===== src/hdl/lgc_pkg.sv =====
package lgc_pkg;
    // ************************************************************
    // register map (byte addresses, one aligned word each)
    // ************************************************************
    localparam logic [11:0] LGC_OFF_GRAY     = 12'h000;  // gray_palette_map
    localparam logic [11:0] LGC_OFF_PWM      = 12'h004;  // contrast_pwm_control
    localparam logic [11:0] LGC_OFF_REFRESH  = 12'h008;  // self_refresh_control
    localparam logic [11:0] LGC_OFF_DMA      = 12'h00C;  // pixel_dma_control
    localparam logic [11:0] LGC_OFF_STATUS   = 12'h010;  // buffer level, read only

    // ************************************************************
    // field positions
    // ************************************************************
    localparam int LGC_SRC_LSB     = 9;   // contrast_clock_select 10:9
    localparam int LGC_CEN_BIT     = 8;   // contrast_enable
    localparam int LGC_REF_BIT     = 7;   // self refresh on
    localparam int LGC_BL_LSB      = 4;   // refill_burst_length 7:4
    localparam int LGC_SECOND_LSB  = 4;   // second_gray_density 7:4

    // ************************************************************
    // reset values and sizes
    // ************************************************************
    localparam logic [7:0]  LGC_GRAY_RST = 8'h00;
    localparam logic [15:0] LGC_PWM_RST  = 16'h0000;
    localparam logic [7:0]  LGC_REF_RST  = 8'h00;
    localparam logic [7:0]  LGC_DMA_RST  = 8'h12;    // burst 1, mark 2
    localparam int          LGC_DEPTH    = 8;        // pixel buffer words
    localparam int          LGC_WORD_W   = 16;       // pixel word width

    // ************************************************************
    // clock sources and carriers
    // ************************************************************
    typedef enum logic [1:0] {
        LGC_SRC_LINE = 2'h0,
        LGC_SRC_PIX  = 2'h1,
        LGC_SRC_LCD  = 2'h2,
        LGC_SRC_RSV  = 2'h3
    } lgc_src_t;

    typedef struct packed {
        logic       shift_clock;   // panel_shift_clock
        logic [7:0] data_lines;    // panel_data_lines
        logic       frame_pulse;   // frame_pulse
        logic       line_pulse;    // line_pulse
    } lgc_panel_t;

    typedef struct packed {
        logic [3:0] second_gray_density;  // upper nibble of the map
        logic [3:0] first_gray_density;   // lower nibble of the map
    } lgc_gray_t;
endpackage


===== src/hdl/lgc_ctrl.sv =====
`timescale 1ns/10ps
// Behaviour
// - black and white fixed, two grays adjustable
// - grays from upper and lower map nibbles
// - contrast source: line, pixel, lcd, reserved
// - contrast frequency is source over 256
// - contrast runs only while enable set
// - pulse width from eight-bit field
// - self refresh follows its control bit
// - refresh parks shift clock, data low
// - eight by sixteen buffer feeds panel
// - request refill at trigger mark level
// - each refill loads burst length words
module lgc_ctrl (
    // apb clock and reset
    input  wire logic                 pclk,
    input  wire logic                 presetn,
    // apb slave
    input  wire logic                 psel,
    input  wire logic                 penable,
    input  wire logic                 pwrite,
    input  wire logic [11:0]          paddr,
    input  wire logic [31:0]          pwdata,
    output logic [31:0]               prdata,
    output logic                      pready,
    output logic                      pslverr,
    // timing enables from the rest of the controller
    input  wire logic                 line_tick,
    input  wire logic                 pix_tick,
    input  wire logic                 lcd_tick,
    input  wire lgc_pkg::lgc_panel_t  panel_in,
    input  wire logic [1:0]           pixel_code,
    // dma fill
    input  wire logic                 fill_valid,
    input  wire logic [15:0]          fill_data,
    output logic                      fill_ready,
    output logic                      refill_req,
    // panel side
    input  wire logic                 drain_ready,
    output logic                      drain_valid,
    output logic [15:0]               drain_data,
    output lgc_pkg::lgc_panel_t       panel_out,
    output logic [3:0]                gray_density,
    output logic                      contrast_pulse_out
);
    import lgc_pkg::*;

    // ************************************************************
    // registers
    // ************************************************************
    logic [7:0]  gray_palette_map_r;      // two gray densities
    logic [15:0] contrast_pwm_control_r;  // source, enable, width
    logic [7:0]  self_refresh_control_r;  // refresh on in bit 7
    logic [7:0]  pixel_dma_control_r;     // burst and mark
    logic [31:0] rdata_nxt;               // read mux
    logic        hit;                     // address decodes
    logic        acc;                     // access phase
    logic        wr;                      // write strobe
    logic [3:0]  level;                   // buffer occupancy
    logic        req_raw;                 // buffer request
    logic        pulse_raw;               // modulator output
    logic        dv_raw;                  // buffer valid
    logic [15:0] dd_raw;                  // buffer head word
    logic        fr_raw;                  // buffer ready
    lgc_gray_t   gray;                    // map split into fields
    logic [3:0]  gray_nxt;                // density for current pixel
    lgc_panel_t  panel_nxt;               // panel pins next
    logic        refresh_on;              // self refresh active

    assign acc = psel && penable;
    assign wr  = acc && pwrite;
    assign hit = (paddr == LGC_OFF_GRAY) || (paddr == LGC_OFF_PWM)
              || (paddr == LGC_OFF_REFRESH) || (paddr == LGC_OFF_DMA)
              || (paddr == LGC_OFF_STATUS);

    // ************************************************************
    // apb: one wait state, error on unmapped address
    // ************************************************************
    always_ff @(posedge pclk or negedge presetn) begin
        if (!presetn) begin
            pready  <= 1'b0;
            pslverr <= 1'b0;
        end else begin
            // answer registered, so one wait state after setup
            pready  <= psel && !pready && !penable ? 1'b0 : psel && !pready;
            pslverr <= psel && !pready && penable && !hit;
        end
    end

    // register writes land on the pready edge only
    always_ff @(posedge pclk or negedge presetn) begin
        if (!presetn) begin
            gray_palette_map_r     <= LGC_GRAY_RST;
            contrast_pwm_control_r <= LGC_PWM_RST;
            self_refresh_control_r <= LGC_REF_RST;
            pixel_dma_control_r    <= LGC_DMA_RST;
        end else if (wr && pready) begin
            unique case (paddr)
                LGC_OFF_GRAY:    gray_palette_map_r <= pwdata[7:0];
                // reserved bits 15:11 kept zero
                LGC_OFF_PWM:     contrast_pwm_control_r <= {5'h00, pwdata[10:0]};
                // only the refresh bit is stored
                LGC_OFF_REFRESH: self_refresh_control_r <=
                                 {pwdata[LGC_REF_BIT], 7'h00};
                // bit 3 reserved, reads zero
                LGC_OFF_DMA:     pixel_dma_control_r <= {pwdata[7:4], 1'b0, pwdata[2:0]};
                default:         ;
            endcase
        end
    end

    // read mux, status shows live buffer state
    always_comb begin
        rdata_nxt = 32'h0000_0000;
        unique case (paddr)
            LGC_OFF_GRAY:    rdata_nxt = {24'h00_0000, gray_palette_map_r};
            LGC_OFF_PWM:     rdata_nxt = {16'h0000, contrast_pwm_control_r};
            LGC_OFF_REFRESH: rdata_nxt = {24'h00_0000, self_refresh_control_r};
            LGC_OFF_DMA:     rdata_nxt = {24'h00_0000, pixel_dma_control_r};
            LGC_OFF_STATUS:  rdata_nxt = {27'h000_0000, req_raw, level};
            default:         rdata_nxt = 32'h0000_0000;
        endcase
    end

    always_ff @(posedge pclk or negedge presetn) begin
        if (!presetn) begin
            prdata <= 32'h0000_0000;
        end else if (psel && !pwrite) begin
            prdata <= rdata_nxt;
        end
    end

    // ************************************************************
    // contrast modulator
    // ************************************************************
    lgc_contrast_pwm u_pwm (
        .pclk      (pclk),
        .presetn   (presetn),
        .enable    (contrast_pwm_control_r[LGC_CEN_BIT]),
        .src       (lgc_src_t'(contrast_pwm_control_r[LGC_SRC_LSB +: 2])),
        .width     (contrast_pwm_control_r[7:0]),
        .line_tick (line_tick),
        .pix_tick  (pix_tick),
        .lcd_tick  (lcd_tick),
        .pulse_r   (pulse_raw)
    );

    // ************************************************************
    // pixel buffer; software keeps burst+mark within depth
    // ************************************************************
    lgc_pixel_buffer u_buf (
        .pclk            (pclk),
        .presetn         (presetn),
        .burst_words     (pixel_dma_control_r[LGC_BL_LSB +: 4]),
        .low_water_words (pixel_dma_control_r[2:0]),
        .fill_valid      (fill_valid),
        .fill_data       (fill_data),
        .fill_ready      (fr_raw),
        .drain_ready     (drain_ready),
        .drain_valid     (dv_raw),
        .drain_data      (dd_raw),
        .refill_req_r    (req_raw),
        .level_r         (level)
    );

    assign fill_ready  = fr_raw;
    assign drain_valid = dv_raw;
    assign drain_data  = dd_raw;

    // ************************************************************
    // gray mapping: 00 black, 11 white fixed, middle codes mapped
    // ************************************************************
    assign gray = gray_palette_map_r;
    always_comb begin
        unique case (pixel_code)
            2'h0: gray_nxt = 4'h0;
            2'h1: gray_nxt = gray.first_gray_density;  // low nibble
            2'h2: gray_nxt = gray.second_gray_density; // high nibble
            2'h3: gray_nxt = 4'hF;
        endcase
    end

    // ************************************************************
    // panel pins; refresh parks clock and data, pulses pass
    // ************************************************************
    assign refresh_on = self_refresh_control_r[LGC_REF_BIT];
    always_comb begin
        panel_nxt = panel_in;
        if (refresh_on) begin
            panel_nxt.shift_clock = 1'b0;
            panel_nxt.data_lines  = 8'h00;
        end
    end

    // registered outputs
    always_ff @(posedge pclk or negedge presetn) begin
        if (!presetn) begin
            panel_out          <= '0;
            gray_density       <= 4'h0;
            contrast_pulse_out <= 1'b0;
            refill_req         <= 1'b0;
        end else begin
            panel_out          <= panel_nxt;
            gray_density       <= gray_nxt;
            contrast_pulse_out <= pulse_raw;
            refill_req         <= req_raw;
        end
    end

    ref_park_a: assert property (@(posedge pclk) disable iff (!presetn)
        refresh_on |=> (!panel_out.shift_clock && panel_out.data_lines == 8'h00))
        else $error("panel not parked in refresh");
    ref_pass_a: assert property (@(posedge pclk) disable iff (!presetn)
        1'b1 |=> panel_out.line_pulse == $past(panel_in.line_pulse))
        else $error("line pulse not passed");
    gray_fix_a: assert property (@(posedge pclk) disable iff (!presetn)
        pixel_code == 2'h3 |=> gray_density == 4'hF) else $error("white not fixed");
    gray_map_a: assert property (@(posedge pclk) disable iff (!presetn)
        pixel_code == 2'h2 |=> gray_density == $past(gray_palette_map_r[7:4]))
        else $error("upper nibble not used");
endmodule


===== src/hdl/lgc_contrast_pwm.sv =====
`timescale 1ns/10ps
// 256-count contrast modulator on a selectable enable
module lgc_contrast_pwm (
    // clock and reset
    input  wire logic            pclk,
    input  wire logic            presetn,
    // control
    input  wire logic            enable,
    input  wire lgc_pkg::lgc_src_t src,
    input  wire logic [7:0]      width,
    // source enables
    input  wire logic            line_tick,
    input  wire logic            pix_tick,
    input  wire logic            lcd_tick,
    // output
    output logic                 pulse_r
);
    import lgc_pkg::*;

    logic [7:0] count_r;  // period counter, steps on the source, cleared while disabled
    logic       step;     // one count of the selected source

    // ************************************************************
    // source select
    // ************************************************************
    always_comb begin
        unique case (src)
            LGC_SRC_LINE: step = line_tick;
            LGC_SRC_PIX:  step = pix_tick;
            LGC_SRC_LCD:  step = lcd_tick;
            LGC_SRC_RSV:  step = 1'b0;       // reserved code parks counter
        endcase
    end

    // counter wraps each 256 steps, giving source rate / 256
    always_ff @(posedge pclk or negedge presetn) begin
        if (!presetn) begin
            count_r <= 8'h00;
        end else if (!enable) begin
            count_r <= 8'h00;
        end else if (step) begin
            count_r <= count_r + 8'h01;
        end
    end

    // output high while count below width, low when off
    always_ff @(posedge pclk or negedge presetn) begin
        if (!presetn) begin
            pulse_r <= 1'b0;
        end else begin
            pulse_r <= enable && (count_r < width);
        end
    end

    pwm_off_a: assert property (@(posedge pclk) disable iff (!presetn)
        !enable |=> !pulse_r) else $error("contrast pulse while disabled");
    pwm_wid_a: assert property (@(posedge pclk) disable iff (!presetn)
        (enable && $stable(enable) && count_r >= width) |=> !pulse_r)
        else $error("contrast pulse past width");
    pwm_cnt_a: assert property (@(posedge pclk) disable iff (!presetn)
        (enable && step && $past(enable)) |=> count_r == $past(count_r) + 8'h01)
        else $error("period counter missed a step");
endmodule


===== src/hdl/lgc_pixel_buffer.sv =====
`timescale 1ns/10ps
// 8 x 16 pixel buffer with low-water refill request
module lgc_pixel_buffer (
    // clock and reset
    input  wire logic        pclk,
    input  wire logic        presetn,
    // configuration
    input  wire logic [3:0]  burst_words,
    input  wire logic [2:0]  low_water_words,
    // dma fill side
    input  wire logic        fill_valid,
    input  wire logic [15:0] fill_data,
    output logic             fill_ready,
    // panel drain side
    input  wire logic        drain_ready,
    output logic             drain_valid,
    output logic [15:0]      drain_data,
    // state
    output logic             refill_req_r,
    output logic [3:0]       level_r
);
    import lgc_pkg::*;

    logic [LGC_WORD_W-1:0] mem_r [LGC_DEPTH];  // buffer words
    logic [2:0]            wptr_r;              // write index
    logic [2:0]            rptr_r;              // read index
    logic [3:0]            left_r;              // words still due in burst
    logic                  push;
    logic                  pop;

    assign fill_ready  = (left_r != 4'h0) && (level_r != 4'(LGC_DEPTH));
    assign push        = fill_valid && fill_ready;
    assign drain_valid = level_r != 4'h0;
    assign pop         = drain_valid && drain_ready;
    assign drain_data  = mem_r[rptr_r];

    // ************************************************************
    // storage
    // ************************************************************
    always_ff @(posedge pclk) begin
        if (push) begin
            mem_r[wptr_r] <= fill_data;
        end
    end

    // pointers and occupancy
    always_ff @(posedge pclk or negedge presetn) begin
        if (!presetn) begin
            wptr_r  <= 3'h0;
            rptr_r  <= 3'h0;
            level_r <= 4'h0;
        end else begin
            if (push) wptr_r <= wptr_r + 3'h1;
            if (pop) rptr_r <= rptr_r + 3'h1;
            level_r <= level_r + {3'h0, push} - {3'h0, pop};
        end
    end

    // refill cycle: request at the mark, then take one burst
    always_ff @(posedge pclk or negedge presetn) begin
        if (!presetn) begin
            left_r       <= 4'h0;
            refill_req_r <= 1'b0;
        end else if (left_r == 4'h0 && !refill_req_r
                     && level_r <= {1'b0, low_water_words}) begin
            refill_req_r <= 1'b1;
            left_r       <= burst_words;
        end else begin
            if (push) left_r <= left_r - 4'h1;
            if (push && left_r == 4'h1) refill_req_r <= 1'b0;
        end
    end

    buf_full_a: assert property (@(posedge pclk) disable iff (!presetn)
        level_r <= 4'(LGC_DEPTH)) else $error("pixel buffer overflow");
    buf_mark_a: assert property (@(posedge pclk) disable iff (!presetn)
        (left_r == 4'h0 && !refill_req_r && level_r <= {1'b0, low_water_words})
        |=> refill_req_r) else $error("refill request not raised at mark");
    buf_burst_a: assert property (@(posedge pclk) disable iff (!presetn)
        $rose(refill_req_r) |-> left_r == $past(burst_words))
        else $error("burst length not loaded");
endmodule


===== config.mk =====
export PLATFORM = sky130hd
export DESIGN_NAME = lgc_ctrl
export DESIGN_NICKNAME = d
export VERILOG_FILES = /design/src/hdl/lgc_pkg.sv /design/src/hdl/lgc_ctrl.sv /design/src/hdl/lgc_contrast_pwm.sv /design/src/hdl/lgc_pixel_buffer.sv
export SDC_FILE = /design/constraint.sdc
export NUM_CORES = 1
export LEC_CHECK = 0
export BUFFER_PORTS_ARGS = -buffer_cell sky130_fd_sc_hd__buf_4
export CAP_MARGIN = 40
export CORE_MARGIN = 2
export CORE_UTILIZATION = 35
export CTS_CLUSTER_DIAMETER = 120
export CTS_CLUSTER_SIZE = 10
export DETAILED_ROUTE_END_ITERATION = 12
export PLACE_DENSITY_LB_ADDON = 0.15
export SLEW_MARGIN = 20
export SYNTH_ARGS = -nofsm -noshare
export SYNTH_HDL_FRONTEND = slang
export SYNTH_SLANG_ARGS = --single-unit

===== constraint.sdc =====
create_clock -name pclk -period 4.21 [get_ports pclk]
set_input_delay 0.2105 -clock pclk [delete_from_list [all_inputs] [get_ports pclk]]
set_output_delay 0.2105 -clock pclk [all_outputs]
set_load 0.02 [all_outputs]

==> run_results.csv <==
group,metric,value,unit
synth,ys_top_cells_by_area,"edfxtp_1 43%, dfrtp_1 22%, mux4_2 8.3%",
route,wl_per_cell,18.0,um
clock_tree,clk_pin_slew_worst_paths,60,ps
clock_tree,clock_sinks,209,
grt,grt-ovfl-total,0,
timing,slew_violations,0,
pwr,p_int,4.47,mW
die,rows,58,
placed_design,portBuffers,109,
pwr,leakage,4.49,nW
route,drtIter0Drc,321,
setup_path,cp-start-kind,"flip-flop",
synth,yosysTopAreaCell,"edfxtp_1",
finish,syn2layout_area_growth,26.3,%
finish,antennaDiodeCount,0,
worst_hold_path,min_path_type,"input pin to flip-flop",
route,drc_errors,0,
clock_tree,cts_setup_buffers,0,
timing,min_period,2730,ps
setup_path,crit_slowest_cell,"nor3_2",
placed_design,pre_cts_slack,1460,ps
placed_design,post-dp-hpwl,12800,um
timing,period_share,64.8,%
die,die_w,164,um
placed_design,place.gp.congestion,0.775,
pwr,power.switching,1.91,mW
synth,netlist_top_cells_count,"128 x edfxtp_1, 79 x dfrtp_1, 38 x mux2_2",
timing,hold_viol,0,
timing,worst_pin_slew,671,ps
pwr,seqPwrFrac,41.7,%
die,dieArea,0.0270,mm^2
finish,finish.net_count,834,
timing,worst_slack,1480,ps
die,core-area,0.0252,mm^2
setup_path,path_max_fanout,11,
grt,grt_max_degree,46,
synth,synth_seq_area_share,65.4,%
die,initial_core_util,35.7,%
synth,synth.avg_cell_area,16.0,um^2
die,die_y,164,um
setup_path,crit_chain,"inv_1 > ha_1 > or3b_2 > nand3_2 > inv_1 > nand2_1 > nor3_2 > buf_4",
synth,synth-async-reset-ratio,38.8,%
grt,grt_use_total,14.6,%
die,ioPinCount,152,
clock_tree,clock_latency,510,ps
status,outcome,"finished, final reports clean",
route,ant_nets,0,
synth,yosys_warnings,0,
grt,antenna_found_initial,0,
pwr,ir_drop,0.300,mV
setup_path,critPathMostFrequentCell,"inv_1",
setup_path,crit_type,"flip-flop to flip-flop",
route,avgViaCountPerCell,4.81,
route,wl,19300,um
synth,ys_seq_elements,209,
timing,rsz0062_at_grt,"no",
clock_tree,max-clock-path-buffers,3,
pwr,clkPwrFrac,28.9,%
setup_path,slowest_delay,530,ps
timing,slew_headroom,55.1,%
clock_tree,numCtsBuffers,24,
finish,fin_util,45.1,%
finish,drive_gt1_share,33.1,%
grt,grt_pass1_wl,30400,um
run,max-cap-violations,0,
synth,ys_types,61,
route,vias,5171,
timing,setup-violations-final,0,
grt,grt_pass1_vias,5545,
setup_path,arrival,2930,ps
timing,skew,9.14,ps
synth,syn_area,0.00899,mm^2
timing,max_freq,367,MHz
synth,synth_edf_count,128,
clock_tree,tritoncts,"yes",
setup_path,crit_required,4410,ps
route,drtPass1Iterations,4,
synth,synthMostInstantiatedCell,"edfxtp_1",
pwr,combPwrFrac,29.5,%
synth,synthDominantCellAreaShare,42.8,%
clock_tree,root_buffer,"clkbuf_16",
setup_path,worstSetupEndpointType,"flip-flop",
timing,setup_tns,0,ps
clock_tree,htree_levels,1,
pwr,switching_share,29.9,%
synth,syn_inst,560,
pwr,pwr_density_cell,563,mW/mm^2
synth,synth_ff_type,"edfxtp_1",
-- cell type report --
type,instances,area [um^2]
multi-input combinational,302,2870
tap,330,413
inverter,24,90.1
sequential,209,5880
clock buffer,43,672
timing repair buffer,167,1420
clock inverter,1,16.3
fill,2207,13800
-- cells in the final DEF (no fill, tap or decap), types with 7 or more instances in the layout --
master	n
mux4_2	33
clkbuf_16	24
nor3_1	7
nand3_1	9
mux2_2	38
dlygate4sd3_1	44
nor2_1	15
mux2i_1	8
conb_1	21
ha_1	22
inv_1	24
nor2b_1	10
nand2_1	28
buf_4	118
clkbuf_1	19
edfxtp_1	128
mux2_4	8
o21ai_0	13
dfrtp_1	77
a21oi_1	9
-- path summary, 6_finish.rpt --
check	from	end	slack (ps)	depth (start not counted)
max	u_buf.left_r[0]	u_buf.mem_r[2][12]	1480	8
min	pixel_code[1]	gray_density[0]	40	3
max reg2reg	u_buf.left_r[0]	u_buf.mem_r[2][12]	1480	8
min reg2reg	u_pwm.pulse_r	contrast_pulse_out	350	0
max in group asynchronous	presetn	pixel_dma_control_r[1]	3320	3
min in group asynchronous	presetn	prdata[3]	240	2
-- kinds of logic (layout without fill, tap and decap cells) --
kind of cell    count (synthesis)  in the layout  share of synthesized area, %
flops                         209            209                          65.4
simple gates                  108            108                          6.96
mux                            88             88                          15.4
buf+inv                        69            235                          4.04
compound gates                 52             52                          3.95
fa+ha+maj                      23             23                          3.29
xor+xnor                       10             10                         0.975
other cells                     1             21                        0.0417
-- routing by layer --
layer  vias up  track usage, %  wire length, um
li1       2410               -                -
met1      2603            18.5             8090
met2       138            25.6             9760
met3        20            3.33             1150
met4         0            3.27              317
met5         -               0                0
-- per-stage QoR --
step	std cells	area, um^2	total power [mW]	hold WS (ps)
floorplan	580	9060	3.88	-85.1
global placement	982	10100	4.49	321
detailed placement	987	10200	4.57	224
CTS	1075	11300	6.48	15.0
global route	1076	11400	6.75	38.0
finish	1076	11400	6.39	39.9
-- state kept, by name, summed over array words and instances (netlist names), 7 cells and up --
name	cells
contrast_pwm_control_r	11
gray	8
panel_out	11
pixel_dma_control_r	7
prdata	11
u_buf.mem_r	128
u_pwm.count_r	8
-- power groups by stage --
stage	clock network, mW	registers (mW)	logic [mW]
6_report	1.84	2.66	1.88
5_1_grt	1.99	2.69	2.06
4_1_cts	1.91	2.73	1.84
3_5_place_dp	0	2.77	1.80
3_3_place_gp	0	2.83	1.67
2_1_floorplan	0	2.60	1.27
-- critical path, delay by kind of cell, from the launching register on --
family,cells,cell delay [ps]
simple gates,4,1080
buf+inv,3,700
flops,1,400
fa+ha+maj,1,220
-- what timing repair did --
item,CTS,global route
hold buffers,44,0
gates resized for setup,0,0
endpoints found under the hold margin,208,0
No activity file was read; power rests on OpenSTA's default activity.
